$ cat src/rtl/cpu_mode_params.svh
// Constants for the status word, boot mode decode and address folding.
`ifndef CPU_MODE_PARAMS_SVH
`define CPU_MODE_PARAMS_SVH
`define SR_NUM_CAUSE 5'h04
`define SR_NUM_STATUS 5'h05
`define STATUS_BIT_NMI 7
`define STATUS_BIT_FAULT 6
`define STATUS_BIT_IDIS 5
`define STATUS_BIT_CLAMP 4
`define STATUS_BIT_CARRY 3
`define STATUS_BIT_WRAP 2
`define STATUS_BIT_SIGN 1
`define STATUS_BIT_ZERO 0
`define STATUS_LIVE_MASK 32'h0000_00ff
`define STATUS_RESET 8'h20
`define CAUSE_RESET 32'h0000_0000
`define PHYS_ADDR_W 26
`define ROM_BASE_LOW 26'h000_0000
`define ROM_BASE_HIGH 26'h010_0000
`define ROM_SPAN_MASK 26'h3f0_0000
`define ROM_RESET_ENTRY 26'h000_0000
`define EXT_RESET_ENTRY 26'h000_0000
`endif

$ cat src/rtl/cpu_mode_pkg.sv
// Types shared by the status word and mode decode logic.
package cpu_mode_pkg;
   typedef enum logic [2:0] {
      MODE_ROMLESS0,
      MODE_ROMLESS1,
      MODE_SINGLE0,
      MODE_SINGLE1,
      MODE_FLASH_PROG,
      MODE_PROHIBITED
   } boot_mode_e;
   typedef enum logic [1:0] {
      BUS_NONE,
      BUS_8,
      BUS_16
   } bus_width_e;
endpackage

$ cat src/rtl/boot_mode_decode.sv
// Decodes boot_select pins into operating mode and bus configuration.
`timescale 1ns/10ps
`include "cpu_mode_params.svh"
module boot_mode_decode (
   input wire logic [3:0] boot_select_pin_i, // Strap levels, pin 3 down to 0.
   input wire logic flash_vpp_high_i, // Pin 3 at programming voltage.
   output cpu_mode_pkg::boot_mode_e mode_o, // Decoded mode.
   output cpu_mode_pkg::bus_width_e width_o // External data bus width.
);
   always_comb begin
      mode_o = cpu_mode_pkg::MODE_PROHIBITED;
      width_o = cpu_mode_pkg::BUS_NONE;
      if (flash_vpp_high_i) begin
         if (boot_select_pin_i[2:0] == 3'h2) begin
            mode_o = cpu_mode_pkg::MODE_FLASH_PROG;
         end
      end else begin
         case (boot_select_pin_i)
            4'h0: begin
               mode_o = cpu_mode_pkg::MODE_ROMLESS0;
               width_o = cpu_mode_pkg::BUS_16;
            end
            4'h1: begin
               mode_o = cpu_mode_pkg::MODE_ROMLESS1;
               width_o = cpu_mode_pkg::BUS_8;
            end
            4'h2: mode_o = cpu_mode_pkg::MODE_SINGLE0;
            4'h3: begin
               mode_o = cpu_mode_pkg::MODE_SINGLE1;
               width_o = cpu_mode_pkg::BUS_16;
            end
            default: mode_o = cpu_mode_pkg::MODE_PROHIBITED;
         endcase
      end
   end
endmodule

$ cat src/rtl/addr_fold.sv
// Folds a 32-bit CPU address onto the 26-bit physical space.
`timescale 1ns/10ps
`include "cpu_mode_params.svh"
module addr_fold (
   input wire logic [31:0] cpu_addr_i, // CPU address, data or program.
   input wire logic rom_enabled_i, // Internal ROM reachable.
   input wire logic [`PHYS_ADDR_W-1:0] rom_base_i, // Internal ROM base.
   output logic [`PHYS_ADDR_W-1:0] phys_addr_o, // Physical address.
   output logic rom_hit_o // Address lands in internal ROM.
);
   // The top six bits are dropped, so the space repeats 64 times.
   assign phys_addr_o = cpu_addr_i[`PHYS_ADDR_W-1:0];
   assign rom_hit_o = rom_enabled_i &&
      ((cpu_addr_i[`PHYS_ADDR_W-1:0] & `ROM_SPAN_MASK) == rom_base_i);
endmodule

$ cat src/rtl/cpu_mode_status.sv
// Status word flags, cause register, boot mode latch and address folding.
// Behaviour
// - Status and cause registers are reached only by sysreg load/store with register number.
// - Status word bits 31 to 8 always read zero.
// - NMI acknowledge sets nmi_active_flag; while set, no interrupt is accepted.
// - Exception sets fault_in_progress_flag and interrupt_disable; the fault flag itself gates no interrupt.
// - interrupt_disable set blocks acknowledgement of maskable interrupts.
// - Saturating overflow sets clamp_overflow_flag; otherwise it holds, sticky.
// - carry_flag follows carry or borrow of each operation.
// - arith_wrap_flag follows overflow of each operation.
// - Sign bit follows a negative result.
// - Zero bit follows a zero result.
// - Operating mode comes from the four boot_select pins.
// - Single-chip 0: pins are ports, boot from internal ROM at 000000H.
// - External expansion enables only by writing memory_expansion_ctrl in single-chip 0.
// - Single-chip 1: control pins, external boot, ROM at 100000H, 16-bit bus.
// - ROMless modes: control pins, external boot, internal ROM unreachable.
// - ROMless 0 is LLLL with 16-bit bus; ROMless 1 is LLLH, 8-bit.
// - LLHL single-chip 0, LLHH single-chip 1, high-voltage LHL flash; rest prohibited.
// - Data uses 32-bit addresses; program space spans at most 64 MB.
// - Top 6 address bits are ignored, giving 64 images of 26-bit space.
// - Cause register: NMI code in upper 16 bits, interrupt code in lower.
`timescale 1ns/10ps
`include "cpu_mode_params.svh"
module cpu_mode_status (
   input wire logic clk_i, // Core clock, 200 MHz.
   input wire logic rst_i, // Asynchronous reset, active high.
   input wire logic ce_i, // Clock enable; low freezes all state.
   input wire logic [3:0] boot_select_pin_i, // Mode straps, pin 3 down to 0.
   input wire logic flash_vpp_high_i, // Pin 3 at programming voltage.
   input wire logic sr_load_i, // Sysreg load instruction strobe.
   input wire logic sr_store_i, // Sysreg store instruction strobe.
   input wire logic [4:0] sr_num_i, // System register number.
   input wire logic [31:0] sr_wdata_i, // Load data.
   input wire logic flags_upd_i, // Operation result updates flags.
   input wire logic res_carry_i, // Operation produced carry or borrow.
   input wire logic res_ovf_i, // Operation overflowed.
   input wire logic res_neg_i, // Result negative.
   input wire logic res_zero_i, // Result zero.
   input wire logic sat_op_i, // Operation is saturating.
   input wire logic nmi_req_i, // Non-maskable interrupt request.
   input wire logic [15:0] nmi_code_i, // NMI cause code.
   input wire logic int_req_i, // Maskable interrupt request.
   input wire logic [15:0] int_code_i, // Maskable interrupt cause code.
   input wire logic exc_req_i, // Exception raised.
   input wire logic [15:0] exc_code_i, // Exception cause code.
   input wire logic mem_expansion_wr_i, // Write to memory_expansion_ctrl.
   input wire logic mem_expansion_en_i, // Value written: expansion on.
   input wire logic [31:0] cpu_addr_i, // CPU address to fold.
   output logic [31:0] sr_rdata_o, // Store data.
   output logic nmi_ack_o, // NMI acknowledged, one cycle.
   output logic int_ack_o, // Maskable interrupt acknowledged, one cycle.
   output logic [2:0] boot_mode_o, // Latched operating mode.
   output logic [1:0] bus_width_o, // External data bus width code.
   output logic bus_ctrl_mode_o, // Bus pins in control function.
   output logic ext_expansion_o, // External expansion active.
   output logic [25:0] reset_entry_o, // Reset entry address.
   output logic [25:0] rom_base_o, // Internal ROM base address.
   output logic rom_enabled_o, // Internal ROM reachable.
   output logic [25:0] phys_addr_o, // Folded physical address.
   output logic rom_hit_o // Folded address is in internal ROM.
);
   logic [7:0] status_word;
   logic [7:0] next_status_word;
   logic [31:0] cause_reg;
   logic [31:0] next_cause_reg;
   logic [31:0] next_rdata;
   logic next_nmi_ack;
   logic next_int_ack;
   cpu_mode_pkg::boot_mode_e mode_dec;
   cpu_mode_pkg::bus_width_e width_dec;
   cpu_mode_pkg::boot_mode_e mode_q;
   cpu_mode_pkg::boot_mode_e next_mode_q;
   cpu_mode_pkg::bus_width_e width_q;
   cpu_mode_pkg::bus_width_e next_width_q;
   logic strap_taken;
   logic next_strap_taken;
   logic expansion;
   logic next_expansion;
   logic [25:0] rom_base_q;
   logic [25:0] next_rom_base;
   logic rom_en_q;
   logic next_rom_en;
   logic [25:0] fold_addr;
   logic fold_hit;

   function automatic logic is_romless(input cpu_mode_pkg::boot_mode_e m);
      is_romless = (m == cpu_mode_pkg::MODE_ROMLESS0) || (m == cpu_mode_pkg::MODE_ROMLESS1);
   endfunction

   boot_mode_decode u_decode (
      .boot_select_pin_i(boot_select_pin_i),
      .flash_vpp_high_i(flash_vpp_high_i),
      .mode_o(mode_dec),
      .width_o(width_dec)
   );

   addr_fold u_fold (
      .cpu_addr_i(cpu_addr_i),
      .rom_enabled_i(rom_en_q),
      .rom_base_i(rom_base_q),
      .phys_addr_o(fold_addr),
      .rom_hit_o(fold_hit)
   );

   // Status word, cause register and interrupt acknowledge.
   always_comb begin
      next_status_word = status_word;
      next_cause_reg = cause_reg;
      next_nmi_ack = 1'b0;
      next_int_ack = 1'b0;
      next_rdata = sr_rdata_o;
      if (sr_load_i && sr_num_i == `SR_NUM_STATUS) begin
         next_status_word = sr_wdata_i[7:0];
      end else if (sr_load_i && sr_num_i == `SR_NUM_CAUSE) begin
         next_cause_reg = sr_wdata_i;
      end
      // Flag updates and hardware events come after software loads, so a bit that
      // hardware sets in the same cycle as a load is never lost.
      if (flags_upd_i) begin
         next_status_word[`STATUS_BIT_CARRY] = res_carry_i;
         next_status_word[`STATUS_BIT_WRAP] = res_ovf_i;
         next_status_word[`STATUS_BIT_SIGN] = res_neg_i;
         next_status_word[`STATUS_BIT_ZERO] = res_zero_i;
         if (sat_op_i && res_ovf_i) begin
            next_status_word[`STATUS_BIT_CLAMP] = 1'b1;
         end
      end
      if (nmi_req_i && !status_word[`STATUS_BIT_NMI]) begin
         next_nmi_ack = 1'b1;
         next_status_word[`STATUS_BIT_NMI] = 1'b1;
         next_status_word[`STATUS_BIT_IDIS] = 1'b1;
         next_cause_reg[31:16] = nmi_code_i;
      end else if (exc_req_i) begin
         next_status_word[`STATUS_BIT_FAULT] = 1'b1;
         next_status_word[`STATUS_BIT_IDIS] = 1'b1;
         next_cause_reg[15:0] = exc_code_i;
      end else if (int_req_i && !status_word[`STATUS_BIT_NMI] &&
         !status_word[`STATUS_BIT_IDIS]) begin
         // Fault-in-progress does not gate this path.
         next_int_ack = 1'b1;
         next_status_word[`STATUS_BIT_IDIS] = 1'b1;
         next_cause_reg[15:0] = int_code_i;
      end
      if (sr_store_i) begin
         case (sr_num_i)
            `SR_NUM_STATUS: next_rdata = {24'h00_0000, status_word};
            `SR_NUM_CAUSE: next_rdata = cause_reg;
            default: next_rdata = 32'h0000_0000;
         endcase
      end
   end

   always_ff @(posedge clk_i or posedge rst_i) begin
      if (rst_i) begin
         status_word <= `STATUS_RESET;
         cause_reg <= `CAUSE_RESET;
         sr_rdata_o <= 32'h0000_0000;
         nmi_ack_o <= 1'b0;
         int_ack_o <= 1'b0;
      end else if (ce_i) begin
         status_word <= next_status_word;
         cause_reg <= next_cause_reg;
         sr_rdata_o <= next_rdata;
         nmi_ack_o <= next_nmi_ack;
         int_ack_o <= next_int_ack;
      end
   end

   // Straps are sampled once after reset; later changes are not tracked
   // because the board must hold them fixed.
   always_comb begin
      next_mode_q = mode_q;
      next_width_q = width_q;
      next_strap_taken = strap_taken;
      next_expansion = expansion;
      next_rom_base = rom_base_q;
      next_rom_en = rom_en_q;
      if (!strap_taken) begin
         next_strap_taken = 1'b1;
         next_mode_q = mode_dec;
         next_width_q = width_dec;
         next_rom_en = !is_romless(mode_dec);
         next_rom_base = (mode_dec == cpu_mode_pkg::MODE_SINGLE1) ?
            `ROM_BASE_HIGH : `ROM_BASE_LOW;
      end else if (mem_expansion_wr_i && mode_q == cpu_mode_pkg::MODE_SINGLE0) begin
         next_expansion = mem_expansion_en_i;
      end
   end

   always_ff @(posedge clk_i or posedge rst_i) begin
      if (rst_i) begin
         mode_q <= cpu_mode_pkg::MODE_PROHIBITED;
         width_q <= cpu_mode_pkg::BUS_NONE;
         strap_taken <= 1'b0;
         expansion <= 1'b0;
         rom_base_q <= `ROM_BASE_LOW;
         rom_en_q <= 1'b0;
      end else if (ce_i) begin
         mode_q <= next_mode_q;
         width_q <= next_width_q;
         strap_taken <= next_strap_taken;
         expansion <= next_expansion;
         rom_base_q <= next_rom_base;
         rom_en_q <= next_rom_en;
      end
   end

   // Mode-derived and folded-address outputs, registered one cycle behind the latched mode and the CPU address.
   always_ff @(posedge clk_i or posedge rst_i) begin
      if (rst_i) begin
         boot_mode_o <= 3'h5;
         bus_width_o <= 2'h0;
         bus_ctrl_mode_o <= 1'b0;
         ext_expansion_o <= 1'b0;
         reset_entry_o <= `ROM_RESET_ENTRY;
         rom_base_o <= `ROM_BASE_LOW;
         rom_enabled_o <= 1'b0;
         phys_addr_o <= 26'h000_0000;
         rom_hit_o <= 1'b0;
      end else if (ce_i) begin
         boot_mode_o <= mode_q;
         bus_width_o <= width_q;
         bus_ctrl_mode_o <= (mode_q != cpu_mode_pkg::MODE_SINGLE0) &&
            (mode_q != cpu_mode_pkg::MODE_PROHIBITED);
         // Expansion comes only from the control write taken in single-chip 0.
         ext_expansion_o <= expansion;
         reset_entry_o <= (mode_q == cpu_mode_pkg::MODE_SINGLE0) ?
            `ROM_RESET_ENTRY : `EXT_RESET_ENTRY;
         rom_base_o <= rom_base_q;
         rom_enabled_o <= rom_en_q;
         phys_addr_o <= fold_addr;
         rom_hit_o <= fold_hit;
      end
   end
endmodule

$ cat config.mk
export PLATFORM = sky130hd
export DESIGN_NAME = cpu_mode_status
export DESIGN_NICKNAME = d
export VERILOG_FILES = /design/src/rtl/cpu_mode_pkg.sv /design/src/rtl/boot_mode_decode.sv /design/src/rtl/addr_fold.sv /design/src/rtl/cpu_mode_status.sv
export VERILOG_INCLUDE_DIRS = /design/src /design/src/rtl
export SDC_FILE = /design/constraint.sdc
export NUM_CORES = 1
export LEC_CHECK = 0
export ABC_CLOCK_PERIOD_IN_PS = 4700
export BUFFER_PORTS_ARGS = -buffer_cell sky130_fd_sc_hd__buf_4
export CORE_UTILIZATION = 47
export DETAILED_ROUTE_END_ITERATION = 12
export PLACE_DENSITY = 0.8
export SETUP_SLACK_MARGIN = 0.2
export SLEW_MARGIN = 5
export SYNTH_ARGS = -nofsm -noshare
export SYNTH_HDL_FRONTEND = slang
export SYNTH_SLANG_ARGS = --single-unit
$ cat constraint.sdc
create_clock -name clk_i -period 4.7 [get_ports clk_i]
set_input_delay 0.235 -clock clk_i [delete_from_list [all_inputs] [get_ports clk_i]]
set_output_delay 0.235 -clock clk_i [all_outputs]
set_load 0.02 [all_outputs]
==> flow_summary.toml <==
[sta]
min_period_ns = 2.515
rsz0062_at_grt = "no"
setup_viol_count_final = 0
setup_tns_ns = 0
finalCritPeriodShare_pct = 53.51
worst_slew_pin_slew_ns = 0.9521
relSlewSlack_pct = 36.53
hold_violations = 0
max_freq_mhz = 397.6
drv_slew = 0
skew_ns = 0.006163

[worst_hold_path]
hp-class = "input pin to async pin"

[critical_path]
critical_path.top_delay_family = "simple AND/OR/NAND/NOR gates"
cp.depth = 4
worstPathMaxFanout = 22
reg2reg_from = "status_word[7]"
rr_worst_depth = 4
worst-setup-path-type = "flip-flop to flip-flop"
cp-start-kind = "flip-flop"
r2r-end = "cause_reg[13]"
worst-path-buf-inv = 0
path_cells = "nand2b_1 > o21ai_1 > and3_1 > a221o_1"
worstPathArrival_ns = 2.79
slowest_stage = "nand2b_1"
r2r_setup_slack_ns = 2.19
crit_path_end_kind = "flip-flop"
cp-startpoint = "status_word[7]"
cp.required_ns = 4.98
cpPeakStageDelay_ns = 0.64
crit_end = "cause_reg[13]"

[global_routing]
track_usage_pct = 22.69
grt_pass1_vias = 4137
antenna_found_initial = 0
grt_pass1_wl_um = 20530
grt_max_degree = 79
grt-ovfl-total = 0

[synth]
synth-warning-count = 0
netlist_top_cells_area = "dfrtp_1 52%, mux2_2 7.2%, buf_4 7.0%"
async_flop_share_pct = 100.0
synth_top_area_share_pct = 52.17
ys_seq_elements = 119
synthFlopType = "dfrtp_1"
synth_enable_flop_cells = 0
syn_area_um2 = 5468
syn_area_per_cell_um2 = 12.07
yosysTopAreaCell = "dfrtp_1"
seq_area_frac_synth_pct = 54.58
synth_cell_types = 47
netlist_instances = 453

[detailed_routing]
totalWireLength_um = 13970
num_vias = 4337
dr.first_iter.drc_count = 190
drc = 0
via_per_inst = 5.401
dr.pass1.iters = 4
post_drt_wl_per_cell_um = 17.39
ant_nets = 0

[floorplan]
rows = 39
die_h_um = 109.9
dieArea_um2 = 12070
coreArea_um2 = 11370
start_util_pct = 48.09
die_x_um = 109.9
ioPinCount = 259

[outcome]
outcome = "finished clean"

[pwr]
seq_power_share_pct = 41.4
p_clk_share_pct = 41.2
peakVddDrop_mv = 0.2763
p_leak_nw = 3.609
p_sw_w = 0.0008191
p_per_area_nw_per_um2 = 409.7
swShare_pct = 26.81
intPower_w = 0.002236
combPwrFrac_pct = 17.4

[cts]
clock_tree.buffer_depth = 2
post_cts_resized = 0
cts_tree = "done"
root_buffer = "clkbuf_16"
clock_sink_count = 119
clkLatencyLatePin_ns = 0.41
clk_pin_slew_ns = 0.06
ctsHoldBuffers = 0
cts_htree_levels = 4
cts_buffers = 17
cts_post_setup_buffers_inserted = 0

[place]
place_congestion = 0.8149
io_buffers = 201
placedCellCount = 771
dp_hpwl_um = 9693

[final_layout]
syn_to_final_growth_pct = 36.36
layout.cells.non_filler = 803
diodes = 0
fillers = 880
drive_gt1_share_pct = 45.76
final_net_count = 785

[run]
cap_violations = 0
[how the worst min path moves through the flow]
stage	startpoint	end	slack, ns
floorplan	boot_select_pin_i[1]	width_q[0]	0.33
global placement	sr_rdata_o[2]	sr_rdata_o[2]	0.46
detailed placement	sr_rdata_o[7]	sr_rdata_o[7]	0.47
CTS	cpu_addr_i[16]	phys_addr_o[16]	0.05
global route	cpu_addr_i[15]	phys_addr_o[15]	0.05
finish	rst_i	phys_addr_o[21]	0.06
[per-stage QoR]
stage	hold WS (ns)	area (um2)	setup slack (ns)	util, %	total power, W
3_3_place_gp	0.4622	6875	2.206	60.47	0.001788
4_1_cts	0.04782	7456	2.183	65.58	0.003079
6_report	0.05641	7456	2.185	65.58	0.003055
5_1_grt	0.04957	7456	2.050	65.58	0.003184
3_5_place_dp	0.4724	6875	2.166	60.47	0.001813
2_1_floorplan	0.3314	5655	1.316	-	0.001623
[kinds of logic (layout without fill, tap and decap cells)]
family,after synthesis,in the layout,share of synthesized area (%)
other,1,51,0.06858
flip-flops,119,119,54.58
AO/OA/AOI/OAI,116,116,18.24
multiplexers,43,43,8.673
AND/OR/NAND/NOR,83,83,8.329
buffers and inverters,89,246,9.794
XOR/XNOR,2,2,0.3204
[cell usage in the layout (no fill, tap or decap), types with 5 or more instances in the layout]
master      instances
buf_4             204
dfrtp_1           114
conb_1             51
a22o_1             37
mux2_2             35
nand2_1            23
o221a_2            18
or3_1              17
clkbuf_16          17
a221o_1            14
o21ai_0            12
o31ai_1            10
inv_1               9
mux2i_1             8
nor2_1              7
nor3_1              6
and3_1              6
a21oi_1             6
clkinvlp_4          6
dfstp_2             5
[power groups by stage]
stage | Clock [W] | Sequential [W] | Combinational, W
after floorplan | 0 | 0.00131 | 0.000316
after detailed placement | 0 | 0.00128 | 0.000531
final | 0.00126 | 0.00127 | 0.000531
after CTS | 0.00128 | 0.00127 | 0.000535
after global routing | 0.00133 | 0.00128 | 0.000572
after global placement | 0 | 0.00127 | 0.000517
[routing by layer]
| metal | global-route usage (%) | part of all wire, % | vias up |
|---|---|---|---|
| met4 | 9.524 | 2.1 | 0 |
| met2 | 39.20 | 51 | 216 |
| li1 | - | - | 1978 |
| met3 | 5.513 | 8.1 | 24 |
| met1 | 26.89 | 39 | 2119 |
| met5 | 0 | 0 | - |
[worst reg2reg max path, cell delays in order (launching register included)]
cell and delay, ns:
dfrtp_1 0.43, nand2b_1 0.64, o21ai_1 0.38, and3_1 0.48, a221o_1 0.45
[cell type report]
class                   count  area (um2)  share of cell area, %
well taps                 143       178.9                  2.400
clock buffers              17       425.4                  5.706
clock inverters            15       155.1                  2.081
flip-flops and latches    119        2984                  40.02
repair buffers            204        1531                  20.54
multi-input cells         295        2141                  28.71
inverters                  10       40.04                 0.5370
[cell usage after synthesis (2+ instances only)]
cell type	n
a211oi_1	2
a21o_1	2
a21oi_1	6
a221o_1	14
a22o_1	37
a32oi_1	2
and2_1	3
and3_1	6
buf_1	3
buf_2	2
buf_4	51
clkbuf_1	22
dfrtp_1	114
dfstp_2	5
inv_1	10
mux2_2	35
mux2i_1	8
nand2_1	23
nand2b_1	3
nand3_1	3
nand3b_1	3
nand4_1	3
nor2_1	7
nor2b_1	2
nor3_1	7
o21a_1	3
o21ai_0	12
o221a_2	18
o221ai_1	2
o31ai_1	10
o32a_1	2
or2_2	2
or3_1	17
No activity file was read; power rests on OpenSTA's default activity.
